[src/design/bit_exec_consts.svh]
// Constants for the bit set, compare and skip execution block
`ifndef BIT_EXEC_CONSTS_SVH
`define BIT_EXEC_CONSTS_SVH
`define BX_IRQ_STATUS_BIT_EXT0  0
`define BX_IRQ_STATUS_BIT_SKIP  1
`define BX_IRQ_BITS             2
`define BX_GATE_BIT_POS         0
`define BX_CTRL_ONE_RESET       4'h0
`define BX_PORT_D_RESET         8'h00
`define BX_MEM_WORDS            16
`define BX_MEM_ADDR_W           4
`define BX_ADDR_CTRL            4'h0
`define BX_ADDR_PORT_D          4'h1
`define BX_ADDR_STATUS          4'h2
`define BX_ADDR_MASK            4'h3
`define BX_ADDR_MEM_A           4'h4
`define BX_ADDR_MEM_D           4'h5
`define BX_ADDR_FLAGS           4'h6
`endif

[src/design/bit_exec_pkg.sv]
// Types for the bit set, compare and skip execution block
package bit_exec_pkg;
  typedef enum logic [2:0] {
    op_none_t         = 3'h0,
    op_set_mem_bit_t  = 3'h1,
    op_set_port_bit_t = 3'h2,
    op_cmp_imm_t      = 3'h3,
    op_cmp_mem_t      = 3'h4,
    op_ext0_test_t    = 3'h5,
    op_clr_ref_t      = 3'h6
  } bx_op_t;
endpackage

[src/design/bit_set_compare_skip_exec.sv]
// Execution logic for bit set, compare-skip and flag-test instructions
//
// Design decisions made here: the strobed register port and the register addresses.
`timescale 1ns/1ps
`include "bit_exec_consts.svh"
module bit_set_compare_skip_exec
  import bit_exec_pkg::*;
#(
  parameter int MEM_WORDS  = `BX_MEM_WORDS,
  parameter int MEM_ADDR_W = `BX_MEM_ADDR_W
) (
  // Clock and reset
  input  wire logic                  ref_clk,
  input  wire logic                  rst_b,
  // Instruction issue
  input  wire logic                  op_valid,
  input  wire logic [2:0]            op_code,
  input  wire logic [3:0]            op_imm,
  input  wire logic [3:0]            acc,
  input  wire logic [2:0]            y_reg,
  input  wire logic [MEM_ADDR_W-1:0] data_pointer,
  // Flag sources
  input  wire logic                  ext_int0_event,
  input  wire logic                  high_ref_set,
  // Register port
  input  wire logic [3:0]            reg_addr,
  input  wire logic [7:0]            reg_wdata,
  input  wire logic                  reg_wr,
  input  wire logic                  reg_rd,
  output logic      [7:0]            reg_rdata,
  // Outputs
  output logic      [7:0]            port_d,
  output logic                       skip_q,
  output logic                       high_order_ref_flag,
  output logic                       ext_int0_request_flag,
  output logic                       irq
);
  localparam logic [3:0] A_CTRL   = `BX_ADDR_CTRL;
  localparam logic [3:0] A_PORT_D = `BX_ADDR_PORT_D;
  localparam logic [3:0] A_STATUS = `BX_ADDR_STATUS;
  localparam logic [3:0] A_MASK   = `BX_ADDR_MASK;
  localparam logic [3:0] A_MEM_A  = `BX_ADDR_MEM_A;
  localparam logic [3:0] A_MEM_D  = `BX_ADDR_MEM_D;
  localparam logic [3:0] A_FLAGS  = `BX_ADDR_FLAGS;

  bx_op_t                  op;
  logic [3:0]              mem_q [MEM_WORDS];
  logic [3:0]              interrupt_control_reg_one;
  logic                    ext_int0_test_gate_bit;
  logic [MEM_ADDR_W-1:0]   mem_ptr_q;
  logic [`BX_IRQ_BITS-1:0] status_q;
  logic [`BX_IRQ_BITS-1:0] mask_q;
  logic                    issue;
  logic                    live;
  logic                    skip_req;
  logic                    ext_sync1_q;
  logic                    ext_sync2_q;
  logic                    ext_prev_q;
  logic                    ext_rise;
  logic                    test_clear;
  logic [3:0]              mem_at_dp;

  function automatic logic [3:0] bit_mask4(input logic [1:0] j);
    bit_mask4 = 4'h1 << j;
  endfunction

  assign op        = bx_op_t'(op_code);
  assign issue     = op_valid;
  // Skipped instruction is issued but has no effect
  assign live      = op_valid && !skip_q;
  assign mem_at_dp = mem_q[data_pointer];
  assign ext_int0_test_gate_bit =
    interrupt_control_reg_one[`BX_GATE_BIT_POS];

  always_comb begin
    skip_req = 1'b0;
    if (live) begin
      case (op)
        op_cmp_imm_t:   skip_req = (acc == op_imm);
        op_cmp_mem_t:   skip_req = (acc == mem_at_dp);
        op_ext0_test_t: skip_req = !ext_int0_test_gate_bit &&
                                   ext_int0_request_flag;
        default:        skip_req = 1'b0;
      endcase
    end
  end

  skip_latch skip_latch_inst (
    .ref_clk  (ref_clk),
    .rst_b    (rst_b),
    .issue    (issue),
    .skip_req (skip_req),
    .skip_q   (skip_q)
  );

  // External pin is asynchronous
  always_ff @(posedge ref_clk) begin
    if (!rst_b) begin
      ext_sync1_q <= 1'b0;
      ext_sync2_q <= 1'b0;
      ext_prev_q  <= 1'b0;
    end else begin
      ext_sync1_q <= ext_int0_event;
      ext_sync2_q <= ext_sync1_q;
      ext_prev_q  <= ext_sync2_q;
    end
  end
  assign ext_rise = ext_sync2_q && !ext_prev_q;

  assign test_clear = live && op == op_ext0_test_t &&
                      !ext_int0_test_gate_bit;

  // A new edge in the clearing cycle wins
  always_ff @(posedge ref_clk) begin
    if (!rst_b) begin
      ext_int0_request_flag <= 1'b0;
    end else if (ext_rise) begin
      ext_int0_request_flag <= 1'b1;
    end else if (test_clear) begin
      ext_int0_request_flag <= 1'b0;
    end
  end

  always_ff @(posedge ref_clk) begin
    if (!rst_b) begin
      high_order_ref_flag <= 1'b0;
    end else if (live && op == op_clr_ref_t) begin
      high_order_ref_flag <= 1'b0;
    end else if (high_ref_set) begin
      high_order_ref_flag <= 1'b1;
    end
  end

  always_ff @(posedge ref_clk) begin
    if (!rst_b) begin
      port_d <= `BX_PORT_D_RESET;
    end else if (live && op == op_set_port_bit_t) begin
      port_d[y_reg] <= 1'b1;
    end else if (reg_wr && reg_addr == A_PORT_D) begin
      port_d <= reg_wdata;
    end
  end

  // Memory has no reset; program initialises it
  always_ff @(posedge ref_clk) begin
    if (live && op == op_set_mem_bit_t) begin
      mem_q[data_pointer] <= mem_at_dp |
                             bit_mask4(op_imm[1:0]);
    end else if (reg_wr && reg_addr == A_MEM_D) begin
      mem_q[mem_ptr_q] <= reg_wdata[3:0];
    end
  end

  always_ff @(posedge ref_clk) begin
    if (!rst_b) begin
      interrupt_control_reg_one <= `BX_CTRL_ONE_RESET;
      mask_q                    <= '0;
      mem_ptr_q                 <= '0;
    end else if (reg_wr) begin
      case (reg_addr)
        A_CTRL:  interrupt_control_reg_one <= reg_wdata[3:0];
        A_MASK:  mask_q    <= reg_wdata[`BX_IRQ_BITS-1:0];
        A_MEM_A: mem_ptr_q <= reg_wdata[MEM_ADDR_W-1:0];
        default: mask_q    <= mask_q;
      endcase
    end
  end

  // Sticky events; read clears but a same-cycle event survives
  always_ff @(posedge ref_clk) begin
    if (!rst_b) begin
      status_q <= '0;
    end else begin
      status_q <= ((reg_rd && reg_addr == A_STATUS) ? '0 : status_q)
                  | {skip_req, ext_rise};
    end
  end
  assign irq = |(status_q & mask_q);

  always_ff @(posedge ref_clk) begin
    if (!rst_b) begin
      reg_rdata <= 8'h00;
    end else if (reg_rd) begin
      case (reg_addr)
        A_CTRL:   reg_rdata <= {4'h0, interrupt_control_reg_one};
        A_PORT_D: reg_rdata <= port_d;
        A_STATUS: reg_rdata <= {6'h00, status_q};
        A_MASK:   reg_rdata <= {6'h00, mask_q};
        A_MEM_A:  reg_rdata <= 8'(mem_ptr_q);
        A_MEM_D:  reg_rdata <= {4'h0, mem_q[mem_ptr_q]};
        A_FLAGS:  reg_rdata <= {5'h00, skip_q, high_order_ref_flag,
                                ext_int0_request_flag};
        default:  reg_rdata <= 8'h00;
      endcase
    end else begin
      reg_rdata <= 8'h00;
    end
  end
endmodule

[src/design/skip_latch.sv]
// One-instruction skip latch for the execution block
`timescale 1ns/1ps
module skip_latch (
  // Clock and reset
  input  wire logic ref_clk,
  input  wire logic rst_b,
  // Control
  input  wire logic issue,
  input  wire logic skip_req,
  // Status
  output logic      skip_q
);
  // Next issued instruction is the skipped one; it consumes the latch
  always_ff @(posedge ref_clk) begin
    if (!rst_b) begin
      skip_q <= 1'b0;
    end else if (issue) begin
      skip_q <= skip_req && !skip_q;
    end
  end
endmodule

[config.mk]
export PLATFORM = sky130hd
export DESIGN_NAME = bit_set_compare_skip_exec
export DESIGN_NICKNAME = d
export VERILOG_FILES = /design/src/design/bit_exec_pkg.sv /design/src/design/bit_set_compare_skip_exec.sv /design/src/design/skip_latch.sv
export VERILOG_INCLUDE_DIRS = /design/src /design/src/design
export SDC_FILE = /design/constraint.sdc
export NUM_CORES = 1
export LEC_CHECK = 0
export BUFFER_PORTS_ARGS = -buffer_cell sky130_fd_sc_hd__buf_2
export CAP_MARGIN = 20
export CORE_MARGIN = 2
export CORE_UTILIZATION = 55
export DETAILED_ROUTE_END_ITERATION = 10
export PLACE_DENSITY = 0.76
export SETUP_SLACK_MARGIN = 0.5
export SLEW_MARGIN = 20
export SYNTH_ARGS = -nofsm -noshare
export SYNTH_HDL_FRONTEND = slang
export SYNTH_SLANG_ARGS = --single-unit
[constraint.sdc]
create_clock -name ref_clk -period 6.4 [get_ports ref_clk]
set_input_delay 0.64 -clock ref_clk [delete_from_list [all_inputs] [get_ports ref_clk]]
set_output_delay 0.64 -clock ref_clk [all_outputs]
set_load 0.03 [all_outputs]
* After elaboration in Yosys (flattened, before gate mapping)
Memories as Yosys holds them, arrays and structs flattened. A register that Yosys moved wholly into a read port is not among the register bits. Cells that the tools add are included.
Word-level totals: bits in writable memories 64, memories kept 1, flip-flop bits (word level) 34, bits of input ports 37, output and inout bits 20, logic and storage cells 81
Memories:
- mem_q | words 16, width 4, rd ports 2, clocked after memory_dff 1, wr ports 1, RTL line bit_set_compare_skip_exec.sv:47 | logic [3:0] mem_q [MEM_WORDS];
Operators by class: shift-type cells 1, reduce and logical (&&, ||, !) cells 26, magnitude comparators 2, equal/unequal tests 14, bitwise operators 5, muxes and demuxes 20
Operators with widths (number):
- 8-bit one-hot mux with 7 select lines | 1
- 4-bit two-way mux | 4
- 8-bit two-way mux | 2
- 1-bit logical AND | 13
- 4-bit by 3-bit equality test with 1-bit output (second input constant) | 3
- 1-bit two-way mux | 10
- 3-bit equality test (second input constant) | 3
- 4-bit by 2-bit equality test with 1-bit output (second input constant) | 2
- 4-bit equality test | 2
- 8-bit bitwise OR | 1
- 2-bit AND reduction | 4
- 3-bit by 2-bit equality test with 1-bit output (second input constant) | 2
- 4-bit by 1-bit equality test with 1-bit output (second input constant) | 1
- 4-bit logical NOT | 1
- 3-bit by 4-bit less-than comparator with 1-bit output (second input constant) | 1
- 4-bit bitwise OR | 1
- 2-bit nonzero test | 2
- 2-bit OR reduction | 2
- 4-bit OR reduction | 1
- 1-bit by 2-bit << shifter with 4-bit output (first input constant) | 1
- 1-bit demux with 3-bit select | 1
- 3-bit by 1-bit equality test with 1-bit output (second input constant) | 1
- 3-bit by 1-bit greater-or-equal comparator with 1-bit output (second input constant) | 1
- 1-bit logical NOT | 3
- other kinds (5) | 5

* Depth between registers and ports, before layout
depth in word-level cells 7, depth in mapped cells 8, depth with buffers taken out 6

* Hierarchy
Synthesis repeated with hierarchy kept, for this count alone.
Second synthesis, totals: cells, all modules 388, area total of the unflattened synthesis 4979.8 um^2
Modules (own cells, without submodules):
- bit_set_compare_skip_exec | sequential area each 2662.6 um^2, times used 1, cells an instance 384, area each 4939.7 um^2
- skip_latch | sequential area each 20.0 um^2, times used 1, cells an instance 4, area each 40.0 um^2

* Least setup slack after synthesis
No wires, ideal clock.
path type input to register, start input port data_pointer[2], end memory mem_q[0][3], data pin, path buffers 2, setup slack 3.926 ns, arrival 2.197 ns, stages 7, required time 6.123 ns, library setup time 0.277 ns, path through buf_6 > buf_2 > mux2i_1 > mux4_2 > mux2i_1 > a211oi_1 > nor2_1
Between the ends: longest elaborated chain between the ends 3
RTL lines:
- start: declaration | RTL line bit_set_compare_skip_exec.sv:21 | input wire logic [MEM_ADDR_W-1:0] data_pointer,
- memory 16 x 4 bit
- 4-bit bitwise OR | RTL line bit_set_compare_skip_exec.sv:147 | mem_q[data_pointer] <= mem_at_dp |
- 4-bit two-way mux (no line)
- end: declaration | RTL line bit_set_compare_skip_exec.sv:47
Every way passes these cells.

* Worst setup path after layout
start input port data_pointer[2], end memory mem_q[13][3], data pin
The elaborated chain is that of the path after synthesis.

==> flow_summary.toml <==
[hold_path]
hold_path_end = "ext_sync2_q"
whs_path_depth = 1
min_from = "ext_sync1_q"
hold_path.class = "reg -> reg"

[logic_synthesis]
synth_nets = 422
synth_area_mm2 = 0.00495
synthCells = 385
yosysUniqueCellTypes = 46
avgSynthCellArea_um2 = 12.9
ys_ff_latch = 102
yosysWarnings = 0
synth-edff-count = 64
synth-main-ff-cell = "edfxtp_1"
yosysSeqAreaShare = 0.542
async_flop_share = 0

[timing]
rsz0062_at_grt = "no"
finClkSkew_ns = 0.0139
period_share = 0.458
max-slew-margin-rel = 0.342
setup_viol = 0
fin_setup_tns_ns = 0
max_freq_mhz = 341
fin_ws_ns = 3.47
slew_violations = 0
hold_violations = 0
tightest_slew_ns = 0.983
period_needed_ns = 2.93

[worst_setup_path]
path_max_fanout = 19
path_cells = "buf_2 -> mux2i_1 -> mux4_2 -> mux2i_1 -> a211oi_1 -> nor2_1"
crit_slowest_cell = "nor2_1"
rr_worst_depth = 6
reg2reg_slack_ns = 3.73
worst_path_largest_cell_delay_ns = 0.75
regToRegEndpoint = "mem_q[1][3]"
cp_top_family = "multiplexers"
startpoint_type = "input port"
worst-setup-path-type = "in -> reg"
critPathArrivalTime_ns = 2.96
worstSetupEndpointType = "flop"
cp_num_buf_inv = 1
worst-path-stages = 6
r2r-start = "skip_latch_inst.skip_q"
worstPathRequired_ns = 6.43
crit_top_cell = "mux2i_1"

[finish]
final_common_cell = "edfxtp_1"
regArea_mm2 = 0.00268
nNetsFinal = 470
drive_gt1_frac = 0.240
layout_common_cells = "edfxtp_1, buf_2, nor2_1, dfxtp_1, mux4_2"
fillers = 676
syn_to_final_growth_pct = 11.1
diodes = 0
multiInputGateArea_mm2 = 0.00216

[placement]
place_ws_ns = 3.13
hpwlAfterDp_um = 8660
place_congestion = 0.890
numPortBuffers = 56

[status]
status = "finished, final reports clean"

[floorplan]
die_x_um = 98.9
core-area_mm2 = 0.00872
initial_core_util = 0.567
ios = 57
die_area_mm2 = 0.00977
die_h_um = 98.9
rows = 34

[clocking]
clk_latency_ns = 0.37
clockBufferDepth = 2
cts_root_buf = "clkbuf_8"
cts.sinks = 102
numCtsBuffers = 9
ctsResizeCount = 0
holdBufCountCts = 0
post-cts-setup-buffers = 0
cts_tree = "built"
clkTransAtPathRegs_ns = 0.09
h-tree-depth = 3

[global_route]
grt_pass1_vias = 3376
grt_pass1_wl_um = 18500
grt_usage = 0.253
antenna_found_initial = 0
grt_max_degree = 22
grt-ovfl-total = 0

[routing]
routed_wl_um = 12000
drt_first_pass_iters = 5
drt_iter0_drc = 323
viasPerCell = 6.43
drtAntennaViolNets = 0
num_vias = 3510
drc = 0
wire_per_inst_um = 22.0

[power_and_ir_drop]
max-vdd-ir-drop_mv = 0.202
p_per_area_mw_per_mm2 = 228
leakage_nw = 2.01

[job]
drv_cap = 0
per-stage QoR:
stage / area [um2] / instances / hold WS (ns) / util / power (W)
after floorplan: 4950 / 385 / 0.412 / - / 0.000806
after global placement: 5280 / 530 / 0.414 / 0.605 / 0.000846
after detailed placement: 5280 / 530 / 0.423 / 0.605 / 0.000849
after CTS: 5490 / 546 / 0.446 / 0.630 / 0.00126
after global routing: 5500 / 546 / 0.468 / 0.630 / 0.00130
final: 5500 / 546 / 0.441 / 0.630 / 0.00126
cells in the mapped netlist (all sizes together), types with 6 or more instances:
library cell | number | area share
a21oi | 18 | 0.018
a31oi | 13 | 0.016
and2 | 7 | 0.0088
buf | 7 | 0.0078
clkbuf | 12 | 0.0091
dfxtp | 38 | 0.15
edfxtp | 64 | 0.39
inv | 7 | 0.0053
mux2i | 27 | 0.055
mux4 | 34 | 0.16
nand2 | 16 | 0.012
nor2 | 49 | 0.037
nor2b | 6 | 0.0076
nor3 | 7 | 0.0071
nor3b | 6 | 0.0091
o21ai | 16 | 0.016
power by group:
group          internal, W  switching [W]  total, W
clock             0.000201       0.000219  0.000420
sequential        0.000712     0.00000651  0.000718
combinational    0.0000434      0.0000733  0.000117
worst max-delay path by stage:
stage	endpoint	from
4_1_cts	mem_q[4][3]	data_pointer[2]
2_1_floorplan	mem_q[0][3]	data_pointer[2]
5_1_grt	mem_q[2][3]	data_pointer[2]
3_5_place_dp	mem_q[10][3]	data_pointer[2]
6_report	mem_q[13][3]	data_pointer[2]
3_3_place_gp	mem_q[0][3]	data_pointer[2]
kinds of logic (layout without fill, tap and decap cells):
logic type	Yosys count	count (layout)	synth area share
DFF	102	102	0.542
AOI/OAI and AO/OA	67	67	0.0842
buffers and inverters	27	80	0.0230
muxes	61	61	0.213
and+or+nand+nor	122	122	0.127
xor gates and xnor gates	6	6	0.0106
state kept, by name (all words and copies together) (netlist names), named ones only:
signal	count
ext_int0_request_flag	1
ext_prev_q	1
ext_sync1_q	1
ext_sync2_q	1
high_order_ref_flag	1
interrupt_control_reg_one	4
mask_q	2
mem_ptr_q	4
mem_q	64
port_d	8
reg_rdata	8
skip_latch_inst.skip_q	1
status_q	2
final cells by class:
type | count | area share
Clock buffer | 13 | 0.0348
Clock inverter | 3 | 0.00364
Inverter | 8 | 0.00546
Multi-Input combinational cell | 256 | 0.392
Sequential cell | 102 | 0.488
Tap cell | 108 | 0.0246
Timing Repair Buffer | 56 | 0.0510
per-layer routing:
layer	up-vias	track usage	wire length, um
li1	1587	-	-
met1	1689	0.324	4550
met2	212	0.419	6050
met3	22	0.0638	1150
met4	0	0.0980	270
met5	-	0	0
(Power assumes the default switching activity.)
